[config.mk]
export PLATFORM = sky130hd
export DESIGN_NAME = swd_watchdog
export DESIGN_NICKNAME = d
export VERILOG_FILES = /design/src/swd_prescaler.v /design/src/swd_watchdog.v
export VERILOG_INCLUDE_DIRS = /design/src
export SDC_FILE = /design/constraint.sdc
export NUM_CORES = 1
export LEC_CHECK = 0
export BUFFER_PORTS_ARGS = -buffer_cell sky130_fd_sc_hd__buf_2
export CAP_MARGIN = 20
export CELL_PAD_IN_SITES_DETAIL_PLACEMENT = 0
export CELL_PAD_IN_SITES_GLOBAL_PLACEMENT = 1
export CORE_ASPECT_RATIO = 0.5
export CORE_MARGIN = 3
export CORE_UTILIZATION = 45
export CTS_BUF_LIST = sky130_fd_sc_hd__clkbuf_16
export DETAILED_ROUTE_END_ITERATION = 10
export PLACE_DENSITY_LB_ADDON = 0.1
export SLEW_MARGIN = 20
export SYNTH_ARGS = -nofsm -noshare
export SYNTH_HDL_FRONTEND = slang
export SYNTH_SLANG_ARGS = --single-unit
[constraint.sdc]
create_clock -name clk -period 5.2 [get_ports clk]
set_input_delay 0 -clock clk [delete_from_list [all_inputs] [get_ports clk]]
set_output_delay 0 -clock clk [all_outputs]
set_load 0.005 [all_outputs]
[src/swd_regs.vh]
// Purpose: Register map, field positions and timing constants of the watchdog.
// Assumes: 32-bit AXI4-Lite slave, one aligned word per register.
// Notes: Definitions only.
//
// How it works
// After every reset the watchdog is enabled and counting with no software action.
// A disable command stops it and an enable command restarts it, accepted at any time.
// Software must service the watchdog before the counter overflows.
// On overflow a prewarning interrupt is raised first and a reset request follows.
// The counter is 16 bits and ticks on the clock divided by 16384 or 256.
// A service loads the reload value into the counter and clears the prescaler.
// The programmable reload value sets the counter's start and so the interval.
// Prescaler and reload together span a very short to a very long interval.
// The reset defaults of prescaler and reload give the documented power-up interval.
// The counter counts up from the reload value and overflows on wrap to zero.
`ifndef SWD_REGS_VH
`define SWD_REGS_VH

// ---------------------------------------------
// Register offsets
// ---------------------------------------------
`define SWD_CTRL_OFS 8'h00
`define SWD_RELOAD_OFS 8'h04
`define SWD_SERVICE_OFS 8'h08
`define SWD_COUNT_OFS 8'h0c
`define SWD_STATUS_OFS 8'h10
`define SWD_IRQ_MASK_OFS 8'h14
`define SWD_SVC_KEY 32'h0000a5a5

// ---------------------------------------------
// Fields
// ---------------------------------------------
`define SWD_CTRL_EN_BIT 0
`define SWD_CTRL_DIS_BIT 1
`define SWD_CTRL_FAST_BIT 2
`define SWD_ST_PREWARN_BIT 0
`define SWD_ST_RESET_BIT 1
`define SWD_ST_RUN_BIT 2

// ---------------------------------------------
// Reset values and timing
// ---------------------------------------------
// Four slow ticks from reset: a 65536-cycle interval, about 6.5 ms at 10 MHz
`define SWD_RELOAD_RST 16'hfffc
`define SWD_FAST_RST 1'b0
`define SWD_DIV_SLOW 16384
`define SWD_DIV_FAST 256
`define SWD_PREWARN_TICKS 16'h0001
`define SWD_RST_HOLD 5'h10

`endif

[src/swd_prescaler.v]
// Purpose: Selectable clock prescaler producing one-cycle ticks.
// Assumes: Divisors are powers of two.
// Notes: Clear restarts the division from zero.
`timescale 1ns/1ps
`default_nettype none
module swd_prescaler #(
   parameter DIV_SLOW = 16384,
   parameter DIV_FAST = 256
) (
   // Clock and reset
   input wire clk,
   input wire rst,
   // Control
   input wire clear,
   input wire fastSel,
   // Tick
   output reg tick_q
);
   // Terminal counts worked out at full width, then cut to the counter
   localparam [31:0] LAST_SLOW = DIV_SLOW - 1;
   localparam [31:0] LAST_FAST = DIV_FAST - 1;
   reg [13:0] cnt_q;
   wire [13:0] lastVal = fastSel ? LAST_FAST[13:0] : LAST_SLOW[13:0];
   wire hit = (cnt_q >= lastVal);

   always @(posedge clk or posedge rst) begin
      if (rst) begin
         cnt_q <= 14'h0000;
         tick_q <= 1'b0;
      end else if (clear) begin
         cnt_q <= 14'h0000;
         tick_q <= 1'b0;
      end else begin
         cnt_q <= hit ? 14'h0000 : cnt_q + 14'h0001;
         tick_q <= hit;
      end
   end
endmodule
`default_nettype wire

[src/swd_watchdog.v]
// Purpose: Supervisory 16-bit watchdog with AXI4-Lite registers.
// Assumes: Single clock; inputs synchronous to clk.
// Notes: Prewarning precedes the reset request by a fixed tick count.
`include "swd_regs.vh"
`timescale 1ns/1ps
`default_nettype none
module swd_watchdog #(
   parameter PREWARN_TICKS = 2
) (
   // Clock and reset
   input wire clk,
   input wire rst,
   // AXI4-Lite write
   input wire [7:0] s_axi_awaddr,
   input wire s_axi_awvalid,
   output reg s_axi_awready,
   input wire [31:0] s_axi_wdata,
   input wire [3:0] s_axi_wstrb,
   input wire s_axi_wvalid,
   output reg s_axi_wready,
   output reg [1:0] s_axi_bresp,
   output reg s_axi_bvalid,
   input wire s_axi_bready,
   // AXI4-Lite read
   input wire [7:0] s_axi_araddr,
   input wire s_axi_arvalid,
   output reg s_axi_arready,
   output reg [31:0] s_axi_rdata,
   output reg [1:0] s_axi_rresp,
   output reg s_axi_rvalid,
   input wire s_axi_rready,
   // System
   output reg irq_q,
   output reg resetReq_q
);
   // ---------------------------------------------
   // Write channel capture
   // ---------------------------------------------
   reg awHave_q;
   reg wHave_q;
   reg [7:0] awAddr_q;
   reg [31:0] wData_q;
   reg [3:0] wStrb_q;
   wire doWrite = awHave_q && wHave_q && !s_axi_bvalid;

   always @(posedge clk or posedge rst) begin
      if (rst) begin
         awHave_q <= 1'b0;
         wHave_q <= 1'b0;
         awAddr_q <= 8'h00;
         wData_q <= 32'h00000000;
         wStrb_q <= 4'h0;
         s_axi_awready <= 1'b0;
         s_axi_wready <= 1'b0;
         s_axi_bvalid <= 1'b0;
         s_axi_bresp <= 2'h0;
      end else begin
         s_axi_awready <= !awHave_q && !s_axi_awready && s_axi_awvalid;
         s_axi_wready <= !wHave_q && !s_axi_wready && s_axi_wvalid;
         if (s_axi_awvalid && s_axi_awready) begin
            awHave_q <= 1'b1;
            awAddr_q <= s_axi_awaddr;
         end
         if (s_axi_wvalid && s_axi_wready) begin
            wHave_q <= 1'b1;
            wData_q <= s_axi_wdata;
            wStrb_q <= s_axi_wstrb;
         end
         if (doWrite) begin
            awHave_q <= 1'b0;
            wHave_q <= 1'b0;
            s_axi_bvalid <= 1'b1;
            s_axi_bresp <= (awAddr_q[7:2] <= `SWD_IRQ_MASK_OFS >> 2) &&
               (awAddr_q[1:0] == 2'h0) ? 2'h0 : 2'h2;
         end else if (s_axi_bvalid && s_axi_bready) begin
            s_axi_bvalid <= 1'b0;
         end
      end
   end

   wire wrCtrl = doWrite && awAddr_q == `SWD_CTRL_OFS && wStrb_q[0];
   wire wrReload = doWrite && awAddr_q == `SWD_RELOAD_OFS;
   wire wrService = doWrite && awAddr_q == `SWD_SERVICE_OFS && wData_q == `SWD_SVC_KEY;
   wire wrStatus = doWrite && awAddr_q == `SWD_STATUS_OFS && wStrb_q[0];
   wire wrMask = doWrite && awAddr_q == `SWD_IRQ_MASK_OFS && wStrb_q[0];

   // ---------------------------------------------
   // Watchdog core
   // ---------------------------------------------
   reg run_q;
   reg fast_q;
   reg [15:0] reload_q;
   reg [15:0] count_q;
   reg [1:0] stat_q;
   reg [1:0] mask_q;
   reg [1:0] phase_q;
   reg [7:0] warnCnt_q;
   reg [4:0] rstHold_q;
   wire tick;
   wire svc = wrService || (wrCtrl && wData_q[`SWD_CTRL_EN_BIT]);

   localparam [31:0] PW_LAST = PREWARN_TICKS - 1;
   localparam PH_RUN = 2'b01;
   localparam PH_WARN = 2'b10;

   swd_prescaler #(
      .DIV_SLOW(`SWD_DIV_SLOW),
      .DIV_FAST(`SWD_DIV_FAST)
   ) uPre (
      .clk(clk),
      .rst(rst),
      .clear(svc || !run_q),
      .fastSel(fast_q),
      .tick_q(tick)
   );

   wire wrap = tick && count_q == 16'hffff;
   wire warnDone = tick && warnCnt_q == PW_LAST[7:0];
   wire evPre = run_q && phase_q == PH_RUN && wrap;
   wire evRst = run_q && phase_q == PH_WARN && warnDone;

   always @(posedge clk or posedge rst) begin
      if (rst) begin
         run_q <= 1'b1;
         fast_q <= `SWD_FAST_RST;
         reload_q <= `SWD_RELOAD_RST;
         count_q <= `SWD_RELOAD_RST;
         phase_q <= PH_RUN;
         warnCnt_q <= 8'h00;
         stat_q <= 2'b00;
         mask_q <= 2'b00;
         rstHold_q <= 5'h00;
         irq_q <= 1'b0;
         resetReq_q <= 1'b0;
      end else begin
         if (wrCtrl) begin
            if (wData_q[`SWD_CTRL_DIS_BIT])
               run_q <= 1'b0;
            else if (wData_q[`SWD_CTRL_EN_BIT])
               run_q <= 1'b1;
            fast_q <= wData_q[`SWD_CTRL_FAST_BIT];
         end
         if (wrReload) begin
            if (wStrb_q[0]) reload_q[7:0] <= wData_q[7:0];
            if (wStrb_q[1]) reload_q[15:8] <= wData_q[15:8];
         end
         if (wrMask)
            mask_q <= wData_q[1:0];
         if (svc) begin
            count_q <= reload_q;
            phase_q <= PH_RUN;
            warnCnt_q <= 8'h00;
         end else if (run_q && tick) begin
            case (phase_q)
               PH_RUN: begin
                  count_q <= count_q + 16'h0001;
                  if (wrap)
                     phase_q <= PH_WARN;
               end
               PH_WARN: begin
                  warnCnt_q <= warnCnt_q + 8'h01;
               end
               default: phase_q <= PH_RUN;
            endcase
         end
         // Event set wins over write-one clear
         stat_q[0] <= evPre | (stat_q[0] & ~(wrStatus & wData_q[0]));
         stat_q[1] <= evRst | (stat_q[1] & ~(wrStatus & wData_q[1]));
         if (evRst)
            rstHold_q <= `SWD_RST_HOLD;
         else if (rstHold_q != 5'h00)
            rstHold_q <= rstHold_q - 5'h01;
         resetReq_q <= evRst || rstHold_q > 5'h01;
         irq_q <= |((stat_q | {evRst, evPre}) & mask_q);
      end
   end

   // ---------------------------------------------
   // Read channel
   // ---------------------------------------------
   always @(posedge clk or posedge rst) begin
      if (rst) begin
         s_axi_arready <= 1'b0;
         s_axi_rvalid <= 1'b0;
         s_axi_rdata <= 32'h00000000;
         s_axi_rresp <= 2'h0;
      end else begin
         s_axi_arready <= !s_axi_rvalid && !s_axi_arready && s_axi_arvalid;
         if (s_axi_arvalid && s_axi_arready) begin
            s_axi_rvalid <= 1'b1;
            s_axi_rresp <= 2'h0;
            case (s_axi_araddr)
               `SWD_CTRL_OFS: s_axi_rdata <= {29'h0, fast_q, 1'b0, run_q};
               `SWD_RELOAD_OFS: s_axi_rdata <= {16'h0000, reload_q};
               `SWD_SERVICE_OFS: s_axi_rdata <= 32'h00000000;
               `SWD_COUNT_OFS: s_axi_rdata <= {16'h0000, count_q};
               `SWD_STATUS_OFS: s_axi_rdata <= {29'h0, run_q, stat_q};
               `SWD_IRQ_MASK_OFS: s_axi_rdata <= {30'h0, mask_q};
               default: begin
                  s_axi_rdata <= 32'h00000000;
                  s_axi_rresp <= 2'h2;
               end
            endcase
         end else if (s_axi_rvalid && s_axi_rready) begin
            s_axi_rvalid <= 1'b0;
         end
      end
   end
endmodule
`default_nettype wire

==> results of run 1 <==
cell usage after synthesis (6+ instances only):
| library cell | n |
|---|---|
| o21ai_0 | 44 |
| ha_1 | 13 |
| inv_1 | 13 |
| and3_1 | 7 |
| nor3b_1 | 6 |
| a21oi_1 | 8 |
| dfstp_2 | 30 |
| dfrtp_1 | 107 |
| a22oi_1 | 13 |
| buf_4 | 18 |
| clkbuf_1 | 16 |
| mux2_2 | 69 |
| nand2_1 | 43 |
| xor2_1 | 13 |
| xnor2_1 | 21 |
| nor2_1 | 41 |
| nand4_1 | 15 |
| nor3_1 | 10 |
| nand3_1 | 12 |
path summary, 6_finish.rpt:
kind | start | to | slack, ns
setup / recovery | wData_q[28] | count_q[10] | 2.49
hold / removal | s_axi_araddr[0] | s_axi_rdata[13] | 0.13
setup reg to reg | wData_q[28] | count_q[10] | 2.49
hold reg to reg | s_axi_arready | s_axi_arready | 0.45
max in group asynchronous | rst | wData_q[25] | 3.69
min in group asynchronous | rst | resetReq_q | 0.23
routing by layer:
metal / track usage (%) / wire length (um) / vias to the layer above
li1: - / - / 2253
met1: 28.5 / 7370 / 2282
met2: 28.1 / 6160 / 112
met3: 4.07 / 742 / 11
met4: 5.33 / 108 / 0
met5: 0 / 0 / -
cell families (layout without fill, tap and decap cells):
logic type	Yosys count	after routing	share of synthesized area, %
buf+inv	53	180	4.58
fa+ha+maj	13	13	2.51
xor+xnor	34	34	4.59
compound gates	86	86	8.11
simple gates	171	171	14.2
mux	72	72	12.5
other cells	1	18	0.0579
flops	137	137	53.5
where the power goes:
group          internal, uW  leakage, uW  total, uW  switching (uW)
Sequential             1270      0.00170       1440             170
Combinational           241      0.00161        403             161
Clock                   707     0.000271       1190             484
Total                  2220      0.00358       3040             815
area by class of cell:
cell class	instances	area [sq um]	area share, %
Clock buffer	17	425	5.28
Clock inverter	15	154	1.91
Inverter	13	53.8	0.667
Multi-Input combinational cell	394	2790	34.6
Sequential cell	137	3470	43.0
Tap cell	192	240	2.98
Timing Repair Buffer	135	936	11.6
timing repair:
action | CTS | global route
gates resized for setup | 0 | 0
buffers inserted | 0 | 0
hold buffers | 50 | 0
endpoints found under the hold margin | 109 | 0
stage by stage:
step	hold WS (ns)	power, uW	worst slack [ns]	std cells
6_report	0.131	3040	2.49	903
2_1_floorplan	0.107	1700	1.58	584
5_1_grt	0.183	3190	2.29	903
3_3_place_gp	0.155	1820	2.45	821
4_1_cts	0.144	3060	2.45	903
3_5_place_dp	0.162	1840	2.45	821
worst max-delay path, delay by kind of cell, from the launching register on:
kind                   cells  cell delay (ns)
and+or+nand+nor            4             1.77
AOI/OAI and AO/OA          1             0.22
buffers and inverters      1             0.23
DFF                        1             0.37
state kept, by name, summed over array words and instances (netlist names), 5 cells and up:
signal       flops
wData_q         32
s_axi_rdata     16
reload_q        16
warnCnt_q        8
uPre.cnt_q      14
awAddr_q         8
rstHold_q        5
count_q         16
==> results.cfg, run 1 <==
[floorplanning]
core_sq_um = 13800
die_h_um = 90.9
rows = 30
die-width_um = 176
die-area_sq_um = 16000
initial_core_util_pct = 46.9
io_pins = 102

[power_and_ir_drop]
p_leak_uw = 0.00358
p_per_area_nw_per_um2 = 377
max-vdd-ir-drop_mv = 0.261

[route]
num_vias = 4658
avgViaCountPerCell = 5.16
drtAntennaViolNets = 0
first_pass_iters = 4
wirelength_mm = 14.4
drtIter0Drc = 216
wl_per_cell_um = 15.9
drc = 0

[sta]
finalClockSkew_ns = 0.0110
tns_ns = 0
fmax_ghz = 0.369
rsz0062_at_grt = false
relSlewSlack_pct = 39.8
setup_violations = 0
final_hold_viol_count = 0
tightest_slew_ns = 0.901
period_share_pct = 52.1
fin_crit_ns = 2.71
slew_violations = 0

[grt]
grt_pass1_vias = 4651
grt_use_total_pct = 19.1
grt_pass1_wl_mm = 24.3
grt_max_degree = 74
grt-ovfl-total = 0
antenna_found_initial = 0

[layout]
drive_above_1_share_pct = 31.8
layout_commonest_cell = dfrtp_1
fill_cells = 1219
mostFrequentLayoutCells = dfrtp_1 (107), buf_2 (81), mux2_2 (69)
nets = 770
antenna_cells = 0
utilization_pct = 58.4
final_cell_area_sq_um = 8060
syn_to_final_growth_pct = 24.4

[placement]
place_area_sq_um = 6980
place.gp.congestion = 0.821
dp_hpwl_mm = 9.66
numPortBuffers = 81

[worst_hold_path]
hp-class = primary input to flip-flop
worstHoldPathCells = 4

[setup_path]
path_max_fanout = 19
critPathMaxStageDelay_ns = 0.61
worstPathArrival_ns = 3.01
crit_required_ns = 5.50
path_class = flip-flop to flip-flop
critPathLaunchType = flip-flop
critPathCaptureType = flip-flop
reg2reg_depth = 6
path_cells = or4_1 -> or4_4 -> nor4_4 -> buf_4 -> or2_1 -> o21ai_0
worst_path_max_delay_cell = or2_1

[clock_network]
clock-sinks = 137
clock_path_buffers = 2
numCtsBuffers = 17
cts_tree = built
clkLatencyLatePin_ns = 0.41
cts.clk_slew.worst_paths_ns = 0.06
cts_root_buf = clkbuf_16
cts_max_level = 4

[logic_synthesis]
syn_area_per_cell_sq_um = 11.4
netlist_instances = 567
ys_top_cells_by_area = dfrtp_1 (41%), dfstp_2 (12%), mux2_2 (12%), o21ai_0 (3.4%), xnor2_1 (2.8%)
ys_seq_area_share_pct = 53.5
ys_types = 57
synth_top_cell_area_share_pct = 41.3
synth_edf_count = 0
synthFlopType = dfrtp_1
yosysWarnings = 0
yosysTopAreaCell = dfrtp_1
syn_area_sq_um = 6480
ys_seq_elements = 137
async_reset_ff_share_pct = 100

[outcome]
outcome = finished clean

[flow_run]
maxCapViolCount = 0
Note: power is estimated with default switching activity, not from simulation.
==> run 2: changes to the inputs <==
--- a/config.mk
+++ b/config.mk
@@ -12,7 +12,7 @@
 export CELL_PAD_IN_SITES_GLOBAL_PLACEMENT = 1
 export CORE_ASPECT_RATIO = 0.5
 export CORE_MARGIN = 3
-export CORE_UTILIZATION = 45
+export CORE_UTILIZATION = 41
 export CTS_BUF_LIST = sky130_fd_sc_hd__clkbuf_16
 export DETAILED_ROUTE_END_ITERATION = 10
 export PLACE_DENSITY_LB_ADDON = 0.1
==> constraint.sdc (replaced) <==
create_clock -name clk -period 2.3 [get_ports clk]
set_input_delay 0 -clock clk [delete_from_list [all_inputs] [get_ports clk]]
set_output_delay 0 -clock clk [all_outputs]
set_load 0.005 [all_outputs]
==> run 2 against run 1 <==
Effect of this change:
- sequential power grew 130%
- clock-buffer cell count unchanged
- non-clock buffer count rose by 21
- core utilization shrank 3.0 points
- die area increased by 9.3%
- via count grew 1.3%
- cell count is 3.0% higher
- maximum frequency is 21% higher
- highest routed layer unchanged
==> results.cfg, run 2 (synthesis gave the netlist of run 1 again) <==
[sta]
fmax_ghz = 0.446
period_share_pct = 97.4
tns_ns = 0
fin_ws_ns = 0.0601
whs_ns = 0.111
finalClockSkew_ns = 0.0101
relSlewSlack_pct = 36.1
setup_violations = 0
tightest_slew_ns = 0.956
slew_violations = 0
fin_crit_ns = 2.24
rsz0062_at_grt = true
final_hold_viol_count = 0

[clock_network]
cts_root_buf = clkbuf_16
cts_tree = built
clock_path_buffers = 2
numCtsBuffers = 17
cts_max_level = 4
clkLatencyLatePin_ns = 0.41
clock-sinks = 137
cts.clk_slew.worst_paths_ns = 0.06

[setup_path]
path_class = flip-flop to flip-flop
rr_startpoint = wData_q[28]
critPathLaunchType = flip-flop
critPathCaptureType = flip-flop
reg2reg_depth = 7
worstPathArrival_ns = 2.54
r2r_end = uPre.cnt_q[8]
path_max_fanout = 14
crit_required_ns = 2.60
r2r_setup_slack_ns = 0.06

[layout]
antenna_cells = 0
drive_above_1_share_pct = 34.0
largest_reg_flops = 32
ff_latch_area_sq_um = 3470
nets = 791
stdcell_count = 930
syn_to_final_growth_pct = 27.8
largest_register = wData_q
multiInputGateArea_sq_um = 2790
mostFrequentLayoutCells = dfrtp_1 (107), buf_2 (81), mux2_2 (69)
fill_cells = 1287
layout_commonest_cell = dfrtp_1

[grt]
grt_pass1_vias = 4637
antenna_found_initial = 0
grt_pass1_wl_mm = 24.6
grt_use_total_pct = 18.3
grt_max_degree = 36
grt-ovfl-total = 0

[route]
first_pass_iters = 6
num_vias = 4718
drc = 0
drtAntennaViolNets = 0
wl_per_cell_um = 16.0
drtIter0Drc = 228
avgViaCountPerCell = 5.07
wirelength_mm = 14.9

[floorplanning]
io_pins = 102
initial_core_util_pct = 43.3
core_sq_um = 15000
die-width_um = 184
rows = 31
die_h_um = 94.9
die-area_sq_um = 17400

[power_and_ir_drop]
p_sw_share_pct = 26.8
power.net_switching_uw = 1850
p_int_uw = 5070
sequentialPowerShare_pct = 47.0
p_per_area_nw_per_um2 = 835
p_leak_uw = 0.00371
combinationalPowerShare_pct = 14.4
clock_power_share_pct = 38.6
max-vdd-ir-drop_mv = 0.497

[placement]
placedCellCount = 847
numPortBuffers = 81
post-place-ws_ns = 0.0580
place.gp.congestion = 0.825
dp_hpwl_mm = 10.4

[worst_hold_path]
worstHoldPathCells = 4
min_to = s_axi_rdata[2]
min-delay-start = s_axi_araddr[2]
hp-class = primary input to flip-flop

[outcome]
outcome = finished clean

[flow_run]
maxCapViolCount = 0
## run 2: layout make-up
class | count | share of cell area (%)
Clock inverter | 15 | 1.84
Tap cell | 198 | 2.99
Inverter | 13 | 0.634
Timing Repair Buffer | 156 | 14.0
Clock buffer | 17 | 5.13
Sequential cell | 137 | 41.8
Multi-Input combinational cell | 394 | 33.6
## run 2: how the worst max path moves through the flow
| stage | start | end | slack, ns | cells past startpoint |
|---|---|---|---|---|
| floorplan | wData_q[28] | count_q[0] | 0.18 | 7 |
| global placement | wData_q[28] | count_q[9] | 0.08 | 6 |
| detailed placement | wData_q[28] | count_q[9] | 0.06 | 6 |
| CTS | wData_q[28] | count_q[9] | 0.05 | 6 |
| global route | wData_q[28] | uPre.cnt_q[8] | -0.05 | 7 |
| finish | wData_q[28] | uPre.cnt_q[8] | 0.06 | 7 |
## run 2: worst max-delay path, cell delays in order (launching register included)
cell and delay [ns]:
dfrtp_1 0.37, or4_1 0.52, or4_4 0.50, nor4_4 0.21
buf_4 0.18, nand3b_1 0.15, buf_12 0.15, nor2_1 0.06
## run 2: repair_timing
action	in CTS	in global routing
hold buffers	50	0
setup buffers	0	1
gates resized for setup	0	1
endpoints found under the hold margin	69	0
setup endpoints to repair	0	39
## run 2: routing by layer
layer / GRT usage (%) / routed length [um] / vias up
met5: 0 / 0 / -
met4: 4.40 / 62 / 0
met3: 4.89 / 856 / 4
li1: - / - / 2295
met1: 27.7 / 7750 / 2297
met2: 26.1 / 6210 / 122
## run 2: metrics by stage
stage               area (sq um)  util, %  total power, uW
global placement            7200     48.1             4190
global route                8290     55.3             7280
finish                      8290     55.3             6920
floorplan                   6550        -             3840
detailed placement          7200     48.1             4220
CTS                         8280     55.3             7000
## run 2: power by group through the flow
stage	Combinational [uW]	Clock [uW]	Sequential [uW]
global route	1110	2860	3310
detailed placement	935	0	3290
global placement	915	0	3280
floorplan	707	0	3130
CTS	1010	2750	3250
finish	993	2670	3250
